File: src/design/clcis_pkg.sv
// package for the logic cell input stage: register map, field layout,
// reset values, bus answers and the structs that carry the source signals.
// assumes one 100 MHz core clock shared by the bus and all on-chip sources.
package clcis_pkg;

    // register byte addresses, one aligned word each
    localparam logic [31:0] CLCIS_ADDR_SEL    = 32'h0000_0000;
    localparam logic [31:0] CLCIS_ADDR_GLSL   = 32'h0000_0004;
    localparam logic [31:0] CLCIS_ADDR_POL    = 32'h0000_0008;
    localparam logic [31:0] CLCIS_ADDR_STATUS = 32'h0000_000C;

    // values after reset
    localparam logic [15:0] CLCIS_SEL_RESET   = 16'h0000;
    localparam logic [15:0] CLCIS_GLSL_RESET  = 16'h0000;
    localparam logic [1:0]  CLCIS_POL_RESET   = 2'h0;

    // selector fields sit on a four bit stride, three bits wide
    localparam int          CLCIS_FIELD_STRIDE = 4;
    localparam logic [15:0] CLCIS_SEL_IMPL     = 16'h7777;
    // gate 1 enables in the low byte, gate 2 in the high byte
    localparam int          CLCIS_GATE1_LSB    = 0;
    localparam int          CLCIS_GATE2_LSB    = 8;

    // bus answers
    localparam logic [1:0]  CLCIS_RESP_OKAY   = 2'h0;
    localparam logic [1:0]  CLCIS_RESP_DECERR = 2'h3;

    // signals that arrive from pins or foreign clocks, synchronised inside
    typedef struct packed {
        logic cell_input_pin_a;
        logic cell_input_pin_b;
        logic cell_input_pin_c;
        logic cell_input_pin_d;
        logic instruction_clock;
        logic internal_slow_rc_clock;
        logic reference_clock_output;
    } clcis_pins_t;

    // peripheral outputs of the core that owns this cell, on aclk
    typedef struct packed {
        logic cell1_out;
        logic cell2_out;
        logic cell3_out;
        logic cell4_out;
        logic [4:1] ccu_aux;
        logic [4:1] ccu_compare_output;
        logic [4:3] ccu_event_flag;
        logic uart1_tx;
        logic uart1_rx;
        logic spi1_serial_data_out;
        logic spi1_serial_data_in;
        logic pwm_event_a;
    } clcis_own_t;

    // signals shared between the two cores, on aclk
    typedef struct packed {
        logic main_cell2_out;
        logic sec_cell2_out;
        logic main_cmp1;
        logic sec_cmp1;
        logic sec_cmp2;
        logic sec_cmp3;
    } clcis_shared_t;

endpackage

File: src/design/clcis_input_select.sv
// input select stage of one configurable logic cell: four source
// multiplexers, true/inverted gate enables and gates 1 and 2.
// assumes an axi4-lite master on aclk; own and shared inputs are on aclk,
// pin inputs are asynchronous and synchronised here.
module clcis_input_select
    import clcis_pkg::*;
#(
    parameter bit IS_SECONDARY = 1'b0
) (
    input  wire logic          aclk,
    input  wire logic          aresetn,
    input  wire logic [31:0]   s_axi_awaddr,
    input  wire logic          s_axi_awvalid,
    output logic               s_axi_awready,
    input  wire logic [31:0]   s_axi_wdata,
    input  wire logic [3:0]    s_axi_wstrb,
    input  wire logic          s_axi_wvalid,
    output logic               s_axi_wready,
    output logic [1:0]         s_axi_bresp,
    output logic               s_axi_bvalid,
    input  wire logic          s_axi_bready,
    input  wire logic [31:0]   s_axi_araddr,
    input  wire logic          s_axi_arvalid,
    output logic               s_axi_arready,
    output logic [31:0]        s_axi_rdata,
    output logic [1:0]         s_axi_rresp,
    output logic               s_axi_rvalid,
    input  wire logic          s_axi_rready,
    input  wire clcis_pins_t   pins,
    input  wire clcis_own_t    own,
    input  wire clcis_shared_t shared,
    output logic               gate1_out,
    output logic               gate2_out
);

    // merge a 16-bit register with byte-enabled write data
    function automatic logic [15:0] apply_strb(input logic [15:0] old,
                                               input logic [31:0] data,
                                               input logic [3:0]  strb);
        logic [15:0] res;
        res = old;
        if (strb[0]) begin
            res[7:0] = data[7:0];
        end
        if (strb[1]) begin
            res[15:8] = data[15:8];
        end
        return res;
    endfunction

    // or of the enabled true/inverted terms, then polarity
    // true and inverted copy per source
    function automatic logic gate_eval(input logic [7:0] en,
                                       input logic [3:0] src,
                                       input logic       pol);
        logic [7:0] terms;
        terms = {src[3], ~src[3], src[2], ~src[2], src[1], ~src[1], src[0], ~src[0]};
        return (|(en & terms)) ^ pol;
    endfunction

    logic [15:0]  sel_reg;
    logic [15:0]  glsl_reg;
    logic [1:0]   pol_reg;
    clcis_pins_t  pin_meta_reg;
    clcis_pins_t  pin_sync_reg;
    logic         aw_held_reg;
    logic [31:0]  aw_addr_reg;
    logic         w_held_reg;
    logic [31:0]  w_data_reg;
    logic [3:0]   w_strb_reg;
    logic         bvalid_reg;
    logic [1:0]   bresp_reg;
    logic         rvalid_reg;
    logic [31:0]  rdata_reg;
    logic [1:0]   rresp_reg;

    // pins and foreign clocks cross through two flops before any use
    always_ff @(posedge aclk) begin
        if (!aresetn) begin
            pin_meta_reg <= '0;
            pin_sync_reg <= '0;
        end else begin
            pin_meta_reg <= pins;
            pin_sync_reg <= pin_meta_reg;
        end
    end

    wire [2:0] code1 = sel_reg[0*CLCIS_FIELD_STRIDE +: 3];
    wire [2:0] code2 = sel_reg[1*CLCIS_FIELD_STRIDE +: 3];
    wire [2:0] code3 = sel_reg[2*CLCIS_FIELD_STRIDE +: 3];
    wire [2:0] code4 = sel_reg[3*CLCIS_FIELD_STRIDE +: 3];

    // candidate vectors, index equals selector code
    // source 1 candidates
    // same order, wired to the owning core
    wire [7:0] cand1 = {own.ccu_aux[4], own.ccu_aux[2], shared.sec_cmp3,
                        pin_sync_reg.reference_clock_output,
                        pin_sync_reg.internal_slow_rc_clock, own.cell3_out,
                        pin_sync_reg.instruction_clock,
                        pin_sync_reg.cell_input_pin_a};
    // cross-core cell 2 swaps with the instance
    wire       other_cell2 = IS_SECONDARY ? shared.main_cell2_out : shared.sec_cell2_out;
    // source 2 candidates, 100 and 101 reserved
    wire [7:0] cand2 = {own.ccu_compare_output[2], own.ccu_compare_output[1], 1'b0, 1'b0,
                        own.uart1_tx, shared.main_cmp1, other_cell2,
                        pin_sync_reg.cell_input_pin_b};
    // secondary takes compare event flags on 110/111
    wire [1:0] ccu34 = IS_SECONDARY ? own.ccu_event_flag[4:3] : own.ccu_compare_output[4:3];
    wire [7:0] cand3 = {ccu34, own.cell4_out, own.uart1_rx, own.spi1_serial_data_out,
                        shared.sec_cmp1, own.cell1_out, pin_sync_reg.cell_input_pin_c};
    // same order, wired to the owning core
    // spi terms are only meaningful when remapped by software
    wire [7:0] cand4 = {own.ccu_aux[3], own.ccu_aux[1], pin_sync_reg.cell_input_pin_d, 1'b0,
                        own.spi1_serial_data_in, shared.sec_cmp2, own.cell2_out,
                        own.pwm_event_a};
    wire [3:0] src = {cand4[code4], cand3[code3], cand2[code2], cand1[code1]};

    // gates; reserved codes feed a steady zero so an empty pick cannot float
    // byte per gate
    wire [7:0] en_g1 = glsl_reg[CLCIS_GATE1_LSB +: 8];
    wire [7:0] en_g2 = glsl_reg[CLCIS_GATE2_LSB +: 8];
    // or of enabled terms, true and inverted
    // combinational path to the function stage
    assign gate1_out = gate_eval(en_g1, src, pol_reg[0]);
    assign gate2_out = gate_eval(en_g2, src, pol_reg[1]);

    // write channel: address and data taken independently, one write at a time
    assign s_axi_awready = !aw_held_reg && !bvalid_reg;
    assign s_axi_wready  = !w_held_reg && !bvalid_reg;
    wire   aw_take = s_axi_awvalid && s_axi_awready;
    wire   w_take  = s_axi_wvalid && s_axi_wready;
    wire   wr_en   = aw_held_reg && w_held_reg;
    wire   wr_sel  = wr_en && (aw_addr_reg == CLCIS_ADDR_SEL);
    wire   wr_glsl = wr_en && (aw_addr_reg == CLCIS_ADDR_GLSL);
    wire   wr_pol  = wr_en && (aw_addr_reg == CLCIS_ADDR_POL);
    wire   wr_hit  = wr_sel || wr_glsl || wr_pol || (aw_addr_reg == CLCIS_ADDR_STATUS);

    wire [15:0] sel_next  = apply_strb(sel_reg, w_data_reg, w_strb_reg) & CLCIS_SEL_IMPL;
    wire [15:0] glsl_next = apply_strb(glsl_reg, w_data_reg, w_strb_reg);
    wire [1:0]  pol_next  = w_strb_reg[0] ? w_data_reg[1:0] : pol_reg;

    // address and data holding
    always_ff @(posedge aclk) begin
        if (!aresetn) begin
            aw_held_reg <= 1'b0;
            aw_addr_reg <= 32'h0000_0000;
            w_held_reg  <= 1'b0;
            w_data_reg  <= 32'h0000_0000;
            w_strb_reg  <= 4'h0;
        end else begin
            if (aw_take) begin
                aw_held_reg <= 1'b1;
                aw_addr_reg <= {s_axi_awaddr[31:2], 2'b00};
            end else if (wr_en) begin
                aw_held_reg <= 1'b0;
            end
            if (w_take) begin
                w_held_reg <= 1'b1;
                w_data_reg <= s_axi_wdata;
                w_strb_reg <= s_axi_wstrb;
            end else if (wr_en) begin
                w_held_reg <= 1'b0;
            end
        end
    end

    // write response; the status word is read-only and a write is ignored
    always_ff @(posedge aclk) begin
        if (!aresetn) begin
            bvalid_reg <= 1'b0;
            bresp_reg  <= CLCIS_RESP_OKAY;
        end else if (wr_en) begin
            bvalid_reg <= 1'b1;
            bresp_reg  <= wr_hit ? CLCIS_RESP_OKAY : CLCIS_RESP_DECERR;
        end else if (s_axi_bready) begin
            bvalid_reg <= 1'b0;
        end
    end
    assign s_axi_bvalid = bvalid_reg;
    assign s_axi_bresp  = bresp_reg;

    // configuration registers
    // gap bits masked, reset to zero
    always_ff @(posedge aclk) begin
        if (!aresetn) begin
            sel_reg  <= CLCIS_SEL_RESET;
            glsl_reg <= CLCIS_GLSL_RESET;
            pol_reg  <= CLCIS_POL_RESET;
        end else begin
            if (wr_sel) begin
                sel_reg <= sel_next;
            end
            if (wr_glsl) begin
                glsl_reg <= glsl_next;
            end
            if (wr_pol) begin
                pol_reg <= pol_next;
            end
        end
    end

    // read decode; status shows live sources and gate results
    wire [31:0] rd_addr = {s_axi_araddr[31:2], 2'b00};
    wire        rd_hit  = (rd_addr == CLCIS_ADDR_SEL) || (rd_addr == CLCIS_ADDR_GLSL) ||
                          (rd_addr == CLCIS_ADDR_POL) || (rd_addr == CLCIS_ADDR_STATUS);
    wire [31:0] rd_word = (rd_addr == CLCIS_ADDR_SEL)  ? {16'h0000, sel_reg} :
                          (rd_addr == CLCIS_ADDR_GLSL) ? {16'h0000, glsl_reg} :
                          (rd_addr == CLCIS_ADDR_POL)  ? {30'h0000_0000, pol_reg} :
                          (rd_addr == CLCIS_ADDR_STATUS) ?
                          {26'h000_0000, src, gate2_out, gate1_out} : 32'h0000_0000;
    assign s_axi_arready = !rvalid_reg;
    wire   ar_take = s_axi_arvalid && s_axi_arready;

    // read answer one cycle after the address is taken
    always_ff @(posedge aclk) begin
        if (!aresetn) begin
            rvalid_reg <= 1'b0;
            rdata_reg  <= 32'h0000_0000;
            rresp_reg  <= CLCIS_RESP_OKAY;
        end else if (ar_take) begin
            rvalid_reg <= 1'b1;
            rdata_reg  <= rd_word;
            rresp_reg  <= rd_hit ? CLCIS_RESP_OKAY : CLCIS_RESP_DECERR;
        end else if (s_axi_rready) begin
            rvalid_reg <= 1'b0;
        end
    end
    assign s_axi_rvalid = rvalid_reg;
    assign s_axi_rdata  = rdata_reg;
    assign s_axi_rresp  = rresp_reg;
endmodule

File: config.mk
export PLATFORM = sky130hd
export DESIGN_NAME = clcis_input_select
export DESIGN_NICKNAME = d
export VERILOG_FILES = /design/src/design/clcis_pkg.sv /design/src/design/clcis_input_select.sv
export SDC_FILE = /design/constraint.sdc
export NUM_CORES = 1
export LEC_CHECK = 0
export ABC_AREA = 1
export BUFFER_PORTS_ARGS = -buffer_cell sky130_fd_sc_hd__clkbuf_2
export CAP_MARGIN = 25
export CORE_ASPECT_RATIO = 1.4
export CORE_MARGIN = 4
export CORE_UTILIZATION = 35
export DETAILED_ROUTE_END_ITERATION = 6
export PLACE_DENSITY = 0.69
export SETUP_SLACK_MARGIN = 0.02
export SLEW_MARGIN = 20
export SYNTH_ARGS = -nofsm -noshare
export SYNTH_HDL_FRONTEND = slang
export SYNTH_SLANG_ARGS = --single-unit
File: constraint.sdc
create_clock -name aclk -period 2.5 [get_ports aclk]
set_input_delay 0.25 -clock aclk [delete_from_list [all_inputs] [get_ports aclk]]
set_output_delay 0.25 -clock aclk [all_outputs]
set_load 0.02 [all_outputs]
After elaboration in Yosys (flattened, before gate mapping)

Index checks and enable logic that the tools add are counted.

Register bits: 132
Bits in latches: 0
Memory bits (writable): 0
Memory bits (read-only): 0
Input bits: 139
Output and inout port bits: 43
Word-level logic and storage cells: 100
Memories kept: 0

Add/subtract/negate cells: 0
Multiply operators: 0
Div/mod/pow operators: 0
Order comparisons: 4
Equal/unequal tests: 6
Shifts and indexed selects: 0
Muxes and demuxes: 21
Bitwise logic cells: 8
Reduce and logical (&&, ||, !) cells: 32

Operators with widths:

| cell                  | count |
|---|---|
| $eq A30 B2 Y1 const B | 4 |
| $logic_not A32 Y1     | 2 |
| $eq A30 B1 Y1 const B | 2 |
| $mux W16              | 2 |
| $and A8 B8 Y8         | 2 |
| $lt A3 B4 Y1 const B  | 4 |
| $reduce_or A8 Y1      | 2 |
| $bmux W1 S3           | 4 |
| $mux W6               | 2 |
| $mux W1               | 11 |
| $reduce_and A2 Y1     | 5 |
| $logic_and A1 B1 Y1   | 9 |
| $reduce_bool A2 Y1    | 4 |
| $logic_or A1 B1 Y1    | 6 |
| $logic_not A1 Y1      | 4 |
| $mux W2               | 2 |
| $not A1 Y1            | 4 |
| $xor A1 B1 Y1         | 2 |

Depth between registers and ports, before layout

Depth in word-level cells: 10
Gate-level depth with buffers: 16
Depth with buffers taken out: 16

Least setup slack after synthesis

No wires, ideal clock.

Kind: register to register
Start point: register aw_addr_reg[10]
End point: register glsl_reg[5]
Setup time: 119 ps
Arrival: 1536 ps
Data required time: 2381 ps
Path slack: 845 ps
Stages on the path, launching flop included: 8
Path buffers: 1
Clock period less this slack: 1655 ps
Cell sequence: dfxtp_1 -> nor4_1 -> nand2_1 -> nor4_4 -> nand3_2 -> buf_6 -> o21ai_0 -> a21oi_1

Longest elaborated chain between the ends: 3

Ends and longest elaborated chain:

| element                     | line                      | RTL |
|---|---|---|
| start, declared             | clcis_input_select.sv:67  | `logic [31:0] aw_addr_reg;` |
| start signal, assigned      | clcis_input_select.sv:153 | `aw_addr_reg <= {s_axi_awaddr[31:2], 2'b00};` |
| $eq A30 B1 Y1               | clcis_input_select.sv:134 | `wire wr_glsl = wr_en && (aw_addr_reg == CLCIS_ADDR_GLSL);` |
| $logic_and A1 B1 Y1         | clcis_input_select.sv:134 |  |
| $reduce_and A2 Y1 (no line) | --                        |  |
| end signal, assigned        | clcis_input_select.sv:194 | `glsl_reg <= glsl_next;` |
| end, declared               | clcis_input_select.sv:62  | `logic [15:0] glsl_reg;` |

Every way passes these cells.
A chain may end at the register's enable or synchronous reset.

Worst setup path in the final report

Start point: register sel_reg[8]
End point: output gate2_out

Longest elaborated chain between the ends: 6

Ends and longest elaborated chain:

| element                           | line                      | RTL |
|---|---|---|
| start, declared                   | clcis_input_select.sv:61  | `logic [15:0] sel_reg;` |
| start signal, assigned            | clcis_input_select.sv:191 | `sel_reg <= sel_next;` |
| $bmux W1 S3 (*)                   | clcis_input_select.sv:116 | `wire [3:0] src = {cand4[code4], cand3[code3], cand2[code2], cand1[code1]};` |
| $mux W1 (implied by the code) (*) | clcis_input_select.sv:116 |  |
| $not A1 Y1                        | clcis_input_select.sv:57  | `terms = {src[3], ~src[3], src[2], ~src[2], src[1], ~src[1], src[0], ~src[0]};` |
| $and A8 B8 Y8 (*)                 | clcis_input_select.sv:58  | `return (\|(en & terms)) ^ pol;` |
| $reduce_or A8 Y1 (*)              | clcis_input_select.sv:58  |  |
| $xor A1 B1 Y1 (*)                 | clcis_input_select.sv:58  |  |
| end, declared                     | clcis_input_select.sv:33  | `output logic gate2_out` |

Mark *: on every way between the ends. The rest lies on a longest branch, timed or not. The select of a mux whose other input is x is not followed.

==> impl_metrics.env <==
export IMPL_htreeDepth=4
export IMPL_critPathKind="reg2out"
export IMPL_clockBufferDepth=2
export IMPL_num_vias=4719
export IMPL_post_cts_setup_buffer_count=0
export IMPL_die_h_um=150
export IMPL_syn_inst=713
export IMPL_worstSetupStartpoint="sel_reg[8]"
export IMPL_port_buffers=140
export IMPL_dieArea_mm2=0.0164
export IMPL_r2r_setup_slack_ns=0.48
export IMPL_cts_root_buffer="clkbuf_16"
export IMPL_holdPathEnd="pin_meta_reg[3]"
export IMPL_nets=987
export IMPL_ys_top_cells_by_count="nor2_1, dfxtp_1, inv_1"
export IMPL_hpwl_um=9740
export IMPL_hold_class="in2reg"
export IMPL_place_congestion=0.839
export IMPL_outcome="finished, final reports clean"
export IMPL_start_util=0.360
export IMPL_largest_reg_flops=30
export IMPL_cap_violations=0
export IMPL_gr_total_overflow=0
export IMPL_tightest_slew_ns=0.685
export IMPL_fillers=1448
export IMPL_cp_start_kind="flip-flop"
export IMPL_power_density_mw_per_mm2=776
export IMPL_required_ns=2.25
export IMPL_fmax_mhz=432
export IMPL_min_from="pins[3]"
export IMPL_period_needed_ns=2.32
export IMPL_p_leak_nw=3.02
export IMPL_grt_usage=0.159
export IMPL_grt_max_degree=42
export IMPL_n_antenna_cell=0
export IMPL_drcViolationCount=0
export IMPL_coreArea_mm2=0.0140
export IMPL_grt_pass1_vias=4562
export IMPL_cp_end_kind="output pin"
export IMPL_cts_resized=0
export IMPL_drt_iter0_drc=203
export IMPL_synth_area_mm2=0.00503
export IMPL_yosysWarnings=0
export IMPL_rows=51
export IMPL_hold_violations=0
export IMPL_yosysUniqueCellTypes=30
export IMPL_clock_sinks=114
export IMPL_timing_rr_start="aw_addr_reg[29]"
export IMPL_routed_via_density=4.52
export IMPL_cts_tree="built"
export IMPL_slew_viol_final=0
export IMPL_synth_edf_count=0
export IMPL_async_flop_share=0
export IMPL_tns_ns=0
export IMPL_worstPathArrival_ns=2.07
export IMPL_skew_ns=0.00872
export IMPL_grt_pass1_wl_um=20400
export IMPL_area_delta_synth_final_pct=28.2
export IMPL_drive_gt1_frac=0.229
export IMPL_r2r_cells=6
export IMPL_antenna_found_initial=0
export IMPL_synth_top_cell_area_share=0.454
export IMPL_ys_flop_type="dfxtp_1"
export IMPL_cts_inserted_buffers=17
export IMPL_wl_um=12700
export IMPL_regArea_mm2=0.00229
export IMPL_finalSetupViolCount=0
export IMPL_clkTransAtPathRegs_ns=0.05
export IMPL_die_w_um=109
export IMPL_p_total_mw=5.00
export IMPL_rsz0062_at_grt="false"
export IMPL_wl_per_cell_um=12.1
export IMPL_hold_path_depth=3
export IMPL_reg2reg_to="glsl_reg[11]"
export IMPL_fin_hold_ws_ns=0.0325
export IMPL_multi_input_area_mm2=0.00216
export IMPL_ant_nets=0
export IMPL_avgSynthCellArea_um2=7.06
export IMPL_synth_area_leader_cell="dfxtp_1"
export IMPL_firstDrtPassIters=4
export IMPL_synth_most_common_cell="nor2_1"
export IMPL_hold_buffers=0
export IMPL_fin_crit_sh=0.927
export IMPL_maxSlewHeadroom=0.543
export IMPL_vdd_drop_max_uv=443
export IMPL_ios=182
export IMPL_ys_seq_elements=114
export IMPL_synth_area_top_cells="dfxtp_1, nor2_1, o21ai_0, inv_1, nand2_1"
export IMPL_clock_latency_ns=0.40
export IMPL_path_max_fanout=6
export IMPL_synth_yosys_seq_area_share=0.454
==> cells in the final DEF, fill, tap and decap left out, types with 7 or more instances in the layout <==
| cell type | netlist | routed |
|---|---|---|
| a21oi_1 | 54 | 54 |
| buf_4 | 18 | 8 |
| clkbuf_16 | 0 | 17 |
| clkbuf_2 | 0 | 139 |
| conb_1 | 1 | 16 |
| dfxtp_1 | 114 | 111 |
| inv_1 | 98 | 95 |
| nand2_1 | 97 | 95 |
| nand3_1 | 40 | 40 |
| nor2_1 | 124 | 124 |
| o21ai_0 | 86 | 85 |
| o21ai_1 | 10 | 11 |
| o221ai_1 | 7 | 7 |
==> metrics by stage <==
stage                     cell area (um^2)   util  setup WS [ns]  std cells
final                                 6450  0.461          0.183       1045
after detailed placement              5810  0.416          0.475       1014
after global routing                  6450  0.461         0.0196       1045
after floorplan                       5090      -          0.845        728
after global placement                5810  0.416          0.499       1014
after CTS                             6440  0.461         0.0292       1045
==> how the worst max path moves through the flow <==
| stage | endpoint | slack, ns | cells past startpoint |
|---|---|---|---|
| 6_report | gate2_out | 0.18 | 11 |
| 5_1_grt | gate2_out | 0.02 | 11 |
| 4_1_cts | gate2_out | 0.03 | 11 |
| 3_5_place_dp | gate2_out | 0.48 | 11 |
| 3_3_place_gp | glsl_reg[11] | 0.50 | 6 |
| 2_1_floorplan | glsl_reg[5] | 0.85 | 7 |
==> worst max-delay path: stages (launching register included) <==
cell	delay, ns
dfxtp_2	0.36
inv_2	0.07
nand2_1	0.06
nand3_1	0.06
nand3_1	0.14
nand2_1	0.13
nand2_1	0.07
o21ai_0	0.07
nor2_1	0.22
nand3_1	0.13
and2_1	0.19
buf_2	0.16
==> kinds of logic (layout without fill, tap and decap cells) <==
family,Yosys count,after routing,share of synthesized area
compound gates,163,163,0.170
flops,114,114,0.454
simple gates,287,287,0.246
other cells,1,16,0.000745
buf+inv,148,280,0.129
==> area by class of cell <==
class	instances	share of cell area
inverter	101	0.0588
sequential	114	0.354
clock inverter	11	0.0287
timing repair buffer	148	0.118
clock buffer	20	0.0693
tap	185	0.0359
multi-input combinational	466	0.335
==> report_power, final <==
group / internal, mW / switching, mW
logic: 0.176 / 0.271
registers: 1.92 / 0.0574
clock network: 1.78 / 0.799
total: 3.87 / 1.13
==> metal layers <==
| metal | GRT usage | wire, um |
|---|---|---|
| met1 | 0.166 | 4810 |
| met2 | 0.287 | 6650 |
| met3 | 0.0518 | 913 |
| met4 | 0.0705 | 320 |
| met5 | 0 | 0 |
(Power assumes the default switching activity.)
